## config.mk

```make
export PLATFORM = sky130hd
export DESIGN_NAME = prdc_top
export DESIGN_NICKNAME = d
export VERILOG_FILES = /design/src/hdl/prdc_pkg.sv /design/src/hdl/prdc_dly_if.sv /design/src/hdl/prdc_delay.sv /design/src/hdl/prdc_top.sv
export SDC_FILE = /design/constraint.sdc
export NUM_CORES = 1
export LEC_CHECK = 0
export BUFFER_PORTS_ARGS = -buffer_cell sky130_fd_sc_hd__buf_2
export CAP_MARGIN = 0
export CORE_MARGIN = 8
export CORE_UTILIZATION = 50
export CTS_CLUSTER_DIAMETER = 150
export DETAILED_ROUTE_END_ITERATION = 10
export GPL_TIMING_DRIVEN = 1
export PLACE_DENSITY = 0.84
export SYNTH_ARGS = -nofsm -noshare
export SYNTH_HDL_FRONTEND = slang
export SYNTH_SLANG_ARGS = --single-unit
```

## constraint.sdc

```tcl
create_clock -name core_clk -period 3.9 [get_ports core_clk]
set_input_delay 0.585 -clock core_clk [delete_from_list [all_inputs] [get_ports core_clk]]
set_output_delay 0.585 -clock core_clk [all_outputs]
set_load 0.02 [all_outputs]
```

## src/hdl/prdc_pkg.sv

```systemverilog
// Constants for the PWM restart and transition delay control block.
// Assumes a 32-bit AXI4-Lite register bus and one core clock.
package prdc_pkg;
	localparam int          CORE_CLK_HZ     = 50_000_000;
	localparam int          CLKS_PER_INSTR  = 4;
	localparam logic [1:0]  INSTR_LAST      = 2'(CLKS_PER_INSTR - 1);
	localparam int          ADDR_W          = 8;
	localparam logic [7:0]  OFS_CTRL        = 8'h00;
	localparam logic [7:0]  OFS_STATUS      = 8'h04;
	localparam logic [7:0]  OFS_CONFIG      = 8'h08;
	localparam logic [7:0]  OFS_IRQ_STATUS  = 8'h0C;
	localparam logic [7:0]  OFS_IRQ_CLEAR   = 8'h10;
	localparam logic [7:0]  OFS_IRQ_ENABLE  = 8'h14;
	localparam int          CTRL_RESTART    = 7;
	localparam int          DELAY_W         = 7;
	localparam logic [7:0]  CTRL_RESET      = 8'h00;
	localparam int          IRQ_N           = 2;
	localparam int          IRQ_SHUTDOWN    = 0;
	localparam int          IRQ_RESTART     = 1;
	localparam logic [1:0]  RESP_OKAY       = 2'h0;
	localparam logic [1:0]  RESP_SLVERR     = 2'h2;
endpackage

```

## src/hdl/prdc_dly_if.sv

```systemverilog
// Carrier between the control top and its transition delay unit.
// Assumes both ends run on core_clk.
interface prdc_dly_if;
	logic                       pwm_sched;
	logic [prdc_pkg::DELAY_W-1:0] delay_count;
	logic                       instr_tick;
	logic                       pwm_delayed;
	modport ctrl (output pwm_sched, output delay_count, output instr_tick, input pwm_delayed);
	modport unit (input pwm_sched, input delay_count, input instr_tick, output pwm_delayed);
endinterface

```

## src/hdl/prdc_delay.sv

```systemverilog
// Delays each transition of the scheduled PWM that arrives while no delay is pending by a count of instruction cycles.
// Assumes instr_tick pulses once every instruction cycle.
module prdc_delay
	import prdc_pkg::*;
(
	input  wire logic core_clk,
	input  wire logic nrst,
	prdc_dly_if.unit  dly
);
	logic               out_q,  out_d;
	logic               busy_q, busy_d;
	logic [DELAY_W-1:0] cnt_q,  cnt_d;

	always_comb begin
		out_d  = out_q;
		busy_d = busy_q;
		cnt_d  = cnt_q;
		if (dly.pwm_sched != out_q && !busy_q) begin
			if (dly.delay_count == '0) begin
				out_d = dly.pwm_sched;
			end else begin
				busy_d = 1'b1;
				cnt_d  = dly.delay_count;
			end
		end else if (busy_q && dly.instr_tick) begin
			// A transition pulled back while waiting is simply not emitted
			if (cnt_q == 7'h01) begin
				busy_d = 1'b0;
				out_d  = dly.pwm_sched;
			end
			cnt_d = cnt_q - 7'h01;
		end
	end

	always_ff @(posedge core_clk) begin
		if (!nrst) begin
			out_q  <= 1'b0;
			busy_q <= 1'b0;
			cnt_q  <= '0;
		end else begin
			out_q  <= out_d;
			busy_q <= busy_d;
			cnt_q  <= cnt_d;
		end
	end

	assign dly.pwm_delayed = out_q;
endmodule // prdc_delay

```

## src/hdl/prdc_top.sv

```systemverilog
// PWM auto-restart and transition delay control with an AXI4-Lite register slave.
// Assumes fault, comparator and Timer1 inputs are asynchronous; pwm_sched is on core_clk.
module prdc_top
	import prdc_pkg::*;
(
	input  wire logic                       core_clk,
	input  wire logic                       nrst,
	input  wire logic [prdc_pkg::ADDR_W-1:0] s_axi_awaddr,
	input  wire logic                       s_axi_awvalid,
	output logic                            s_axi_awready,
	input  wire logic [31:0]                s_axi_wdata,
	input  wire logic [3:0]                 s_axi_wstrb,
	input  wire logic                       s_axi_wvalid,
	output logic                            s_axi_wready,
	output logic [1:0]                      s_axi_bresp,
	output logic                            s_axi_bvalid,
	input  wire logic                       s_axi_bready,
	input  wire logic [prdc_pkg::ADDR_W-1:0] s_axi_araddr,
	input  wire logic                       s_axi_arvalid,
	output logic                            s_axi_arready,
	output logic [31:0]                     s_axi_rdata,
	output logic [1:0]                      s_axi_rresp,
	output logic                            s_axi_rvalid,
	input  wire logic                       s_axi_rready,
	input  wire logic                       fault_pin,
	input  wire logic                       comparator_trip,
	input  wire logic                       timer1_clk,
	input  wire logic                       pwm_sched,
	output logic                            pwm_out,
	output logic                            shutdown_event_status,
	output logic                            irq
);
	prdc_dly_if dly ();

	// Two-stage synchronisers for the three asynchronous inputs
	logic [2:0] sync1_q, sync2_q, sync_in;
	logic       t1_prev_q;
	assign sync_in = {timer1_clk, comparator_trip, fault_pin};
	always_ff @(posedge core_clk) begin
		if (!nrst) begin
			sync1_q   <= '0;
			sync2_q   <= '0;
			t1_prev_q <= 1'b0;
		end else begin
			sync1_q   <= sync_in;
			sync2_q   <= sync1_q;
			t1_prev_q <= sync2_q[2];
		end
	end
	logic fault_s, comp_s, t1_rise;
	assign fault_s = sync2_q[0];
	assign comp_s  = sync2_q[1];
	assign t1_rise = sync2_q[2] & ~t1_prev_q;

	// Instruction cycle phase: one instruction cycle is four core clocks
	logic [1:0] phase_q, phase_d;
	always_comb phase_d = (phase_q == INSTR_LAST) ? 2'h0 : phase_q + 2'h1;

	// Registers
	logic [7:0]       ctrl_q,  ctrl_d;
	logic             csync_q, csync_d;
	logic             comp_eff_q, comp_eff_d;
	logic             sd_q,    sd_d;
	logic [IRQ_N-1:0] ists_q,  ists_d;
	logic [IRQ_N-1:0] ien_q,   ien_d;
	logic             pwm_q,   pwm_d;
	logic             irq_q,   irq_d;

	// AXI4-Lite write and read channel state
	logic             aw_have_q, aw_have_d, w_have_q, w_have_d;
	logic [ADDR_W-1:0] awaddr_q, awaddr_d;
	logic [31:0]      wdata_q, wdata_d;
	logic [3:0]       wstrb_q, wstrb_d;
	logic             bvalid_q, bvalid_d;
	logic [1:0]       bresp_q, bresp_d;
	logic             rvalid_q, rvalid_d;
	logic [1:0]       rresp_q, rresp_d;
	logic [31:0]      rdata_q, rdata_d;
	// Ready outputs are registered inverses of the next holding state
	logic             awready_q, awready_d, wready_q, wready_d;
	logic             arready_q, arready_d;

	logic wr_fire, rd_fire, event_active, sw_clear;
	assign wr_fire = aw_have_q & w_have_q & ~bvalid_q;
	assign rd_fire = s_axi_arvalid & ~rvalid_q;

	always_comb begin
		aw_have_d = aw_have_q;
		w_have_d  = w_have_q;
		awaddr_d  = awaddr_q;
		wdata_d   = wdata_q;
		wstrb_d   = wstrb_q;
		bvalid_d  = bvalid_q;
		bresp_d   = bresp_q;
		rvalid_d  = rvalid_q;
		rresp_d   = rresp_q;
		rdata_d   = rdata_q;
		ctrl_d    = ctrl_q;
		csync_d   = csync_q;
		ien_d     = ien_q;
		sw_clear  = 1'b0;
		ists_d    = ists_q;

		if (s_axi_awvalid && !aw_have_q) begin
			aw_have_d = 1'b1;
			awaddr_d  = s_axi_awaddr;
		end
		if (s_axi_wvalid && !w_have_q) begin
			w_have_d = 1'b1;
			wdata_d  = s_axi_wdata;
			wstrb_d  = s_axi_wstrb;
		end
		if (bvalid_q && s_axi_bready) bvalid_d = 1'b0;
		if (wr_fire) begin
			aw_have_d = 1'b0;
			w_have_d  = 1'b0;
			bvalid_d  = 1'b1;
			bresp_d   = RESP_OKAY;
			unique case ({awaddr_q[ADDR_W-1:2], 2'b00})
				OFS_CTRL:       if (wstrb_q[0]) ctrl_d = wdata_q[7:0];
				OFS_STATUS:     if (wstrb_q[0] && !wdata_q[0]) sw_clear = 1'b1;
				OFS_CONFIG:     if (wstrb_q[0]) csync_d = wdata_q[0];
				OFS_IRQ_CLEAR:  if (wstrb_q[0]) ists_d = ists_q & ~wdata_q[IRQ_N-1:0];
				OFS_IRQ_ENABLE: if (wstrb_q[0]) ien_d = wdata_q[IRQ_N-1:0];
				OFS_IRQ_STATUS: ;
				default:        bresp_d = RESP_SLVERR;
			endcase
		end

		if (rvalid_q && s_axi_rready) rvalid_d = 1'b0;
		if (rd_fire) begin
			rvalid_d = 1'b1;
			rresp_d  = RESP_OKAY;
			rdata_d  = 32'h0000_0000;
			unique case ({s_axi_araddr[ADDR_W-1:2], 2'b00})
				OFS_CTRL:       rdata_d[7:0] = ctrl_q;
				OFS_STATUS:     rdata_d[0] = sd_q;
				OFS_CONFIG:     rdata_d[0] = csync_q;
				OFS_IRQ_STATUS: rdata_d[IRQ_N-1:0] = ists_q;
				OFS_IRQ_ENABLE: rdata_d[IRQ_N-1:0] = ien_q;
				OFS_IRQ_CLEAR:  ;
				default:        rresp_d = RESP_SLVERR;
			endcase
		end

		// Comparator trip either acts at once or on the next Timer1 rising edge
		if (!csync_q) comp_eff_d = comp_s;
		else if (t1_rise) comp_eff_d = comp_s;
		else comp_eff_d = comp_eff_q;
		event_active = fault_s | comp_eff_q;

		// Event wins over any clear in the same cycle
		if (event_active) sd_d = 1'b1;
		else if (sd_q && ctrl_q[CTRL_RESTART]) sd_d = 1'b0;
		else if (sw_clear) sd_d = 1'b0;
		else sd_d = sd_q;

		if (event_active && !sd_q) ists_d[IRQ_SHUTDOWN] = 1'b1;
		if (sd_q && !sd_d) ists_d[IRQ_RESTART] = 1'b1;

		// Shutdown drives the output low regardless of pending transitions
		pwm_d = sd_q ? 1'b0 : dly.pwm_delayed;
		irq_d = |(ists_q & ien_q);

		awready_d = ~aw_have_d;
		wready_d  = ~w_have_d;
		arready_d = ~rvalid_d;
	end

	always_ff @(posedge core_clk) begin
		if (!nrst) begin
			phase_q    <= 2'h0;
			ctrl_q     <= CTRL_RESET;
			csync_q    <= 1'b0;
			comp_eff_q <= 1'b0;
			sd_q       <= 1'b0;
			ists_q     <= '0;
			ien_q      <= '0;
			pwm_q      <= 1'b0;
			irq_q      <= 1'b0;
			aw_have_q  <= 1'b0;
			w_have_q   <= 1'b0;
			awaddr_q   <= '0;
			wdata_q    <= '0;
			wstrb_q    <= '0;
			bvalid_q   <= 1'b0;
			bresp_q    <= RESP_OKAY;
			rvalid_q   <= 1'b0;
			rresp_q    <= RESP_OKAY;
			rdata_q    <= '0;
			awready_q  <= 1'b1;
			wready_q   <= 1'b1;
			arready_q  <= 1'b1;
		end else begin
			phase_q    <= phase_d;
			ctrl_q     <= ctrl_d;
			csync_q    <= csync_d;
			comp_eff_q <= comp_eff_d;
			sd_q       <= sd_d;
			ists_q     <= ists_d;
			ien_q      <= ien_d;
			pwm_q      <= pwm_d;
			irq_q      <= irq_d;
			aw_have_q  <= aw_have_d;
			w_have_q   <= w_have_d;
			awaddr_q   <= awaddr_d;
			wdata_q    <= wdata_d;
			wstrb_q    <= wstrb_d;
			bvalid_q   <= bvalid_d;
			bresp_q    <= bresp_d;
			rvalid_q   <= rvalid_d;
			rresp_q    <= rresp_d;
			rdata_q    <= rdata_d;
			awready_q  <= awready_d;
			wready_q   <= wready_d;
			arready_q  <= arready_d;
		end
	end

	assign dly.pwm_sched   = pwm_sched;
	assign dly.delay_count = ctrl_q[DELAY_W-1:0];
	assign dly.instr_tick  = (phase_q == INSTR_LAST);

	prdc_delay u_delay (
		.core_clk (core_clk),
		.nrst     (nrst),
		.dly      (dly)
	);

	assign s_axi_awready         = awready_q;
	assign s_axi_wready          = wready_q;
	assign s_axi_bvalid          = bvalid_q;
	assign s_axi_bresp           = bresp_q;
	assign s_axi_arready         = arready_q;
	assign s_axi_rvalid          = rvalid_q;
	assign s_axi_rresp           = rresp_q;
	assign s_axi_rdata           = rdata_q;
	assign pwm_out               = pwm_q;
	assign shutdown_event_status = sd_q;
	assign irq                   = irq_q;
endmodule // prdc_top

```

==> results.sh, run 1 <==
export IMPL_hold_violations=0
export IMPL_cts_hold_buf=0
export IMPL_drv_cap=0
export IMPL_synthFlopType="dfxtp_1"
export IMPL_max_clock_path_buffers=2
export IMPL_gp_congestion=0.888
export IMPL_tns_ns=0
export IMPL_dp_hpwl_mm=4.70
export IMPL_cp_data_arrival_time_ns=2.43
export IMPL_gr_usage_all_layers_pct=15.1
export IMPL_instances_no_fill=452
export IMPL_status="completed"
export IMPL_antenna_found_initial=0
export IMPL_max_clock_freq_mhz=464
export IMPL_design_core_area_sq_um=5540
export IMPL_hold_slack_ns=0.434
export IMPL_routed_wl_mm=6.41
export IMPL_skew_ns=0.00691
export IMPL_slew_viol_final=0
export IMPL_cts_sinks=67
export IMPL_grt_pass1_wl_mm=10.5
export IMPL_rsz0062_at_grt="no"
export IMPL_synth_seq_cells=67
export IMPL_syn_inst=330
export IMPL_slowest_stage="nor4bb_1"
export IMPL_n_antenna_cell=0
export IMPL_comb_power_share_pct=9.8
export IMPL_cp_max_fo=11
export IMPL_post_cts_resized=0
export IMPL_finish_instance_area_sq_um=3260
export IMPL_die_h_microns=91.9
export IMPL_grt_max_degree=37
export IMPL_mostFrequentLayoutCells="dfxtp_1 (67), buf_2 (49), nand2_1 (40)"
export IMPL_startpoint_type="flip-flop"
export IMPL_p_switching_uw=368
export IMPL_syn_area_per_cell_sq_um=8.73
export IMPL_ys_types=48
export IMPL_leakage_nw=1.40
export IMPL_initialDrtViolationCount=168
export IMPL_cellInternalPower_mw=1.07
export IMPL_powerDensity_nw_per_um2=440
export IMPL_hp_start="sync1_q[2]$_SDFF_PN0_"
export IMPL_crit_path_end_kind="flip-flop"
export IMPL_port_buffers=49
export IMPL_reg2reg_from="s_axi_rvalid$_SDFF_PN0_"
export IMPL_synthArstFlopShare_pct=0
export IMPL_vdd_ir_drop_max_uv=302
export IMPL_firstDrtPassIters=4
export IMPL_cts_tree="done"
export IMPL_layout_area_overhead_vs_synth_pct=13.2
export IMPL_clock_latency_ns=0.34
export IMPL_dieArea_sq_um=8450
export IMPL_r2r_slack_ns=1.74
export IMPL_dpl_cell_area_sq_um=3070
export IMPL_min_period_over_period_pct=55.3
export IMPL_post_route_drc_count=0
export IMPL_grt_overflow=0
export IMPL_hold_class="flip-flop to flip-flop"
export IMPL_worstRegToRegCells=4
export IMPL_finalSetupViolCount=0
export IMPL_sw_frac_of_total_pct=25.6
export IMPL_vias=2432
export IMPL_htree_num_levels=3
export IMPL_tightestPinTransition_ns=1.21
export IMPL_synth_area_sq_um=2880
export IMPL_relSlewSlack_pct=18.1
export IMPL_clkTransAtPathRegs_ns=0.07
export IMPL_dpl_cell_count=436
export IMPL_die_width_microns=91.9
export IMPL_ios=107
export IMPL_layout_commonest_cell="dfxtp_1"
export IMPL_power_total_mw=1.43
export IMPL_initial_utilization_pct=52.0
export IMPL_hold_path_cell_count=1
export IMPL_min_delay_worst_endpoint="sync2_q[2]$_SDFF_PN0_"
export IMPL_rows=27
export IMPL_wl_per_cell_microns=14.2
export IMPL_r2r_end="s_axi_rdata[5]$_SDFFE_PN0P_"
export IMPL_ant_nets=0
export IMPL_yosysSeqAreaShare_pct=46.6
export IMPL_p_seq_share_pct=50.9
export IMPL_p_clk_share_pct=39.3
export IMPL_drive_gt1_share_pct=18.4
export IMPL_cts_root_buf="clkbuf_8"
export IMPL_crit_path_cell_trace="nand2b_1, nor4bb_1, a22oi_1, nor2_1"
export IMPL_worstPathRequired_ns=4.18
export IMPL_cts_setup_buffers=0
export IMPL_yosysWarnings=0
export IMPL_nets=441
export IMPL_critPathKind="flip-flop to flip-flop"
export IMPL_grt_pass1_vias=2315
export IMPL_viasPerCell=5.38
export IMPL_cts_buffers=9
export IMPL_synth_edff_count=0
export IMPL_critPathMaxStageDelay_ns=1.09
export IMPL_min_period_ns=2.16
## synthesized netlist by cell type, types with 2 or more instances
library cell | number | area share (%)
or3_1 | 5 | 1.1
nor3b_1 | 3 | 0.78
nor2_1 | 27 | 3.5
a211oi_1 | 2 | 0.52
ha_1 | 3 | 1.3
xnor2_1 | 2 | 0.61
inv_1 | 10 | 1.3
o21ai_0 | 14 | 2.4
or4_1 | 3 | 0.78
and3_1 | 2 | 0.43
nor2b_1 | 3 | 0.65
nor4_1 | 2 | 0.43
and2_1 | 6 | 1.3
a221o_1 | 2 | 0.70
a22oi_1 | 7 | 1.8
clkbuf_1 | 15 | 2.0
nand4b_1 | 4 | 1.2
nand3_1 | 16 | 2.8
buf_4 | 26 | 6.8
nand4_1 | 2 | 0.43
mux2i_1 | 11 | 3.8
dfxtp_1 | 67 | 47
nand2b_1 | 4 | 0.87
nand2_1 | 40 | 5.2
a21oi_1 | 18 | 3.1
nor3_1 | 8 | 1.4
a32oi_1 | 2 | 0.61
nand3b_1 | 2 | 0.52
a31oi_1 | 5 | 1.1
## worst max-delay path, delay by kind of cell (launching register included)
family / cells / cell delay [ns]
flip-flops: 1 / 0.33
AND/OR/NAND/NOR: 3 / 1.59
AO/OA/AOI/OAI: 1 / 0.18
## power groups by stage
stage,sequential (mW),clock [mW],combinational (mW)
after detailed placement,0.745,0,0.139
after global placement,0.743,0,0.135
after global routing,0.733,0.607,0.155
after CTS,0.729,0.574,0.139
final,0.730,0.564,0.141
after floorplan,0.748,0,0.111
## state kept, by name, indices dropped and copies added (netlist names), 3 cells and up
name	count
awaddr_q	6
s_axi_rdata	8
u_delay.cnt_q	7
wdata_q	8
sync1_q	3
sync2_q	3
ctrl_q	8
## through the flow
step / util [%] / worst slack, ns
finish: 58.8 / 1.74
detailed placement: 55.3 / 1.56
global route: 58.8 / 1.70
CTS: 58.8 / 1.79
global placement: 55.3 / 1.60
floorplan: - / 2.21
## layer usage
metal | GRT usage, % | wire, microns | vias to the layer above
li1 | - | - | 1193
met1 | 18.4 | 2930 | 1142
met2 | 23.2 | 2820 | 88
met3 | 5.62 | 574 | 9
met4 | 6.98 | 72 | 0
met5 | 0 | 0 | -
## cell type report
class	count	area (sq um)
fill	511	2280
multi-input combinational	237	1340
sequential	67	1340
timing repair buffer	50	253
clock buffer	11	141
tap	72	90.1
clock inverter	5	52.6
inverter	10	37.5
## logic make-up (layout without fill, tap and decap cells)
| family | Yosys count | count (layout) | synth area share [%] |
|---|---|---|---|
| DFF | 67 | 67 | 46.6 |
| AOI/OAI and AO/OA | 60 | 60 | 13.4 |
| other | 1 | 26 | 0.130 |
| muxes | 12 | 12 | 4.21 |
| adders and majority gates | 3 | 3 | 1.30 |
| xor gates and xnor gates | 3 | 3 | 0.912 |
| and+or+nand+nor | 133 | 133 | 23.5 |
| buffers and inverters | 51 | 76 | 10.0 |
## worst max path at each step
stage | from | to | cells past startpoint
2_1_floorplan | ctrl_q[1]$_SDFFE_PN0P_ | u_delay.dly.pwm_delayed$_SDFFE_PN0P_ | 3
3_3_place_gp | s_axi_arvalid | s_axi_rdata[3]$_SDFFE_PN0P_ | 5
3_5_place_dp | s_axi_arvalid | s_axi_rdata[3]$_SDFFE_PN0P_ | 5
4_1_cts | s_axi_rvalid$_SDFF_PN0_ | s_axi_rdata[5]$_SDFFE_PN0P_ | 4
5_1_grt | s_axi_rvalid$_SDFF_PN0_ | s_axi_rdata[3]$_SDFFE_PN0P_ | 4
6_report | s_axi_rvalid$_SDFF_PN0_ | s_axi_rdata[5]$_SDFFE_PN0P_ | 4
(Power assumes the default switching activity.)
==> run 2: changes to the inputs <==
- CORE_UTILIZATION: 50 -> 44
- PLACE_DENSITY: 0.84 -> 0.78
- clock period: 3.9 -> 1.83 ns (I/O delays scaled with it)
==> run 2 against run 1 <==
First-iteration DRC count fell by 23%. Wire length rose by 0.98%. Total power grew 100%. Clock power rose by 79%. Die area rose by 11%. Clock-buffer cell count is the same. Final area increased by 2.3%.
==> results.sh, run 2 (synthesis gave the netlist of run 1 again) <==
export IMPL_status="completed"
export IMPL_slowest_stage="or4_4"
export IMPL_min_period_ns=1.76
export IMPL_critPathKind="flip-flop to flip-flop"
export IMPL_dieArea_sq_um=9390
export IMPL_worstPathRequired_ns=2.05
export IMPL_nets=452
export IMPL_skew_ns=0.00780
export IMPL_wl_per_cell_microns=13.8
export IMPL_vias=2398
export IMPL_drv_cap=0
export IMPL_max_clock_path_buffers=2
export IMPL_powerDensity_nw_per_um2=861
export IMPL_port_buffers=49
export IMPL_firstDrtPassIters=4
export IMPL_cts_buffers=9
export IMPL_drive_gt1_share_pct=20.7
export IMPL_grt_pass1_vias=2251
export IMPL_crit_family="simple AND/OR/NAND/NOR gates"
export IMPL_clkTransAtPathRegs_ns=0.07
export IMPL_initial_utilization_pct=45.4
export IMPL_cts_sinks=67
export IMPL_crit_path_cell_trace="or4_4, or4_1, a41o_1"
export IMPL_min_period_over_period_pct=96.1
export IMPL_p_clk_share_pct=35.3
export IMPL_fillerInstances=622
export IMPL_comb_power_share_pct=10.5
export IMPL_cts_tree="done"
export IMPL_dp_hpwl_mm=4.89
export IMPL_p_seq_share_pct=54.2
export IMPL_initialDrtViolationCount=130
export IMPL_gp_congestion=0.816
export IMPL_htree_num_levels=3
export IMPL_tns_ns=0
export IMPL_mostFrequentLayoutCells="dfxtp_1 (67), buf_2 (49), nand2_1 (40)"
export IMPL_vdd_ir_drop_max_uv=475
export IMPL_gr_usage_all_layers_pct=13.4
export IMPL_slew_viol_final=0
export IMPL_cts_setup_buffers=0
export IMPL_ios=107
export IMPL_reg2reg_from="ctrl_q[1]$_SDFFE_PN0P_"
export IMPL_finalSetupViolCount=0
export IMPL_critPathMaxStageDelay_ns=0.56
export IMPL_grt_max_degree=29
export IMPL_max_clock_freq_mhz=569
export IMPL_rows=29
export IMPL_cp_data_arrival_time_ns=1.98
export IMPL_die_h_microns=96.9
export IMPL_cp_max_fo=3
export IMPL_sw_frac_of_total_pct=26.7
export IMPL_critPathBufInv=0
export IMPL_worstRegToRegCells=3
export IMPL_grt_overflow=0
export IMPL_finish_instance_area_sq_um=3330
export IMPL_p_switching_uw=765
export IMPL_hp_start="timer1_clk"
export IMPL_post_route_drc_count=0
export IMPL_viasPerCell=5.12
export IMPL_grt_pass1_wl_mm=10.6
export IMPL_antenna_found_initial=0
export IMPL_relSlewSlack_pct=63.6
export IMPL_cts_root_buf="clkbuf_8"
export IMPL_die_width_microns=96.9
export IMPL_min_delay_worst_endpoint="sync1_q[2]$_SDFF_PN0_"
export IMPL_n_antenna_cell=0
export IMPL_leakage_nw=1.43
export IMPL_tightestPinTransition_ns=0.545
export IMPL_dpl_cell_area_sq_um=3150
export IMPL_r2r_slack_ns=0.07
export IMPL_routed_wl_mm=6.47
export IMPL_design_core_area_sq_um=6350
export IMPL_cellInternalPower_mw=2.10
export IMPL_clock_latency_ns=0.33
export IMPL_crit_path_end_kind="flip-flop"
export IMPL_hold_violations=0
export IMPL_r2r_end="u_delay.dly.pwm_delayed$_SDFFE_PN0P_"
export IMPL_multi_input_area_sq_um=1360
export IMPL_regArea_sq_um=1340
export IMPL_layout_area_overhead_vs_synth_pct=15.7
export IMPL_rsz0062_at_grt="no"
export IMPL_startpoint_type="flip-flop"
export IMPL_hold_class="input pin to flip-flop"
export IMPL_ant_nets=0
export IMPL_hold_path_cell_count=2
export IMPL_layout_commonest_cell="dfxtp_1"
[run 2: cell count changes in the layout (fill, tap and decap cells not counted), sizes merged]
| cell | delta |
|---|---|
| buf | +11 |
| bufinv | -1 |
| clkinvlp | +1 |
[run 2: cell type report]
| type | instances | share of cell area (%) |
|---|---|---|
| Clock inverter | 5 | 0.901 |
| Timing Repair Buffer | 61 | 10.1 |
| Multi-Input combinational cell | 237 | 40.8 |
| Tap cell | 77 | 2.89 |
| Clock buffer | 11 | 3.94 |
| Sequential cell | 67 | 40.2 |
| Inverter | 10 | 1.13 |
[run 2: routing by layer]
metal  routed length [microns]  vias to the layer above  track usage (%)
li1                          -                     1216                -
met3                       394                       11             5.12
met5                         0                        -                0
met2                      2970                       58             20.8
met4                        92                        0             6.04
met1                      3010                     1113             15.9
[run 2: power by group through the flow]
stage,Clock (mW),Sequential [mW],Combinational (mW)
global placement,0,1.58,0.294
finish,1.01,1.55,0.302
detailed placement,0,1.59,0.300
global route,1.12,1.56,0.336
floorplan,0,1.59,0.236
CTS,1.04,1.55,0.302
[run 2: per-stage QoR]
| stage | total power, mW | std cells | util, % | hold slack [ns] | setup WS [ns] |
|---|---|---|---|---|---|
| global route | 3.02 | 468 | 52.5 | 0.123 | 0.0518 |
| global placement | 1.88 | 452 | 49.7 | 0.414 | 0.114 |
| CTS | 2.90 | 468 | 52.2 | 0.127 | 0.0432 |
| finish | 2.87 | 468 | 52.5 | 0.142 | 0.0712 |
| detailed placement | 1.89 | 452 | 49.7 | 0.419 | 0.0607 |
| floorplan | 1.83 | 355 | - | 0.402 | 0.138 |
[run 2: worst reg2reg max path, delay by kind of cell, from the launching register on]
| kind | cells | cell delay (ns) |
|---|---|---|
| compound gates | 1 | 0.26 |
| flops | 1 | 0.32 |
| simple gates | 2 | 1.07 |
[run 2: how the worst max path moves through the flow]
stage / slack (ns) / endpoint / from / cells past startpoint
floorplan: 0.14 / u_delay.dly.pwm_delayed$_SDFFE_PN0P_ / ctrl_q[1]$_SDFFE_PN0P_ / 3
finish: 0.07 / u_delay.dly.pwm_delayed$_SDFFE_PN0P_ / ctrl_q[1]$_SDFFE_PN0P_ / 3
detailed placement: 0.06 / u_delay.cnt_q[6]$_SDFFE_PN0P_ / u_delay.cnt_q[1]$_SDFFE_PN0P_ / 6
global route: 0.05 / u_delay.dly.pwm_delayed$_SDFFE_PN0P_ / ctrl_q[1]$_SDFFE_PN0P_ / 3
CTS: 0.04 / u_delay.cnt_q[6]$_SDFFE_PN0P_ / u_delay.cnt_q[1]$_SDFFE_PN0P_ / 6
global placement: 0.11 / u_delay.cnt_q[6]$_SDFFE_PN0P_ / u_delay.cnt_q[1]$_SDFFE_PN0P_ / 6
[run 2: repair_timing]
item,in CTS,in global routing
setup endpoints to repair,0,1
resized for setup,0,3
hold buffers,0,0
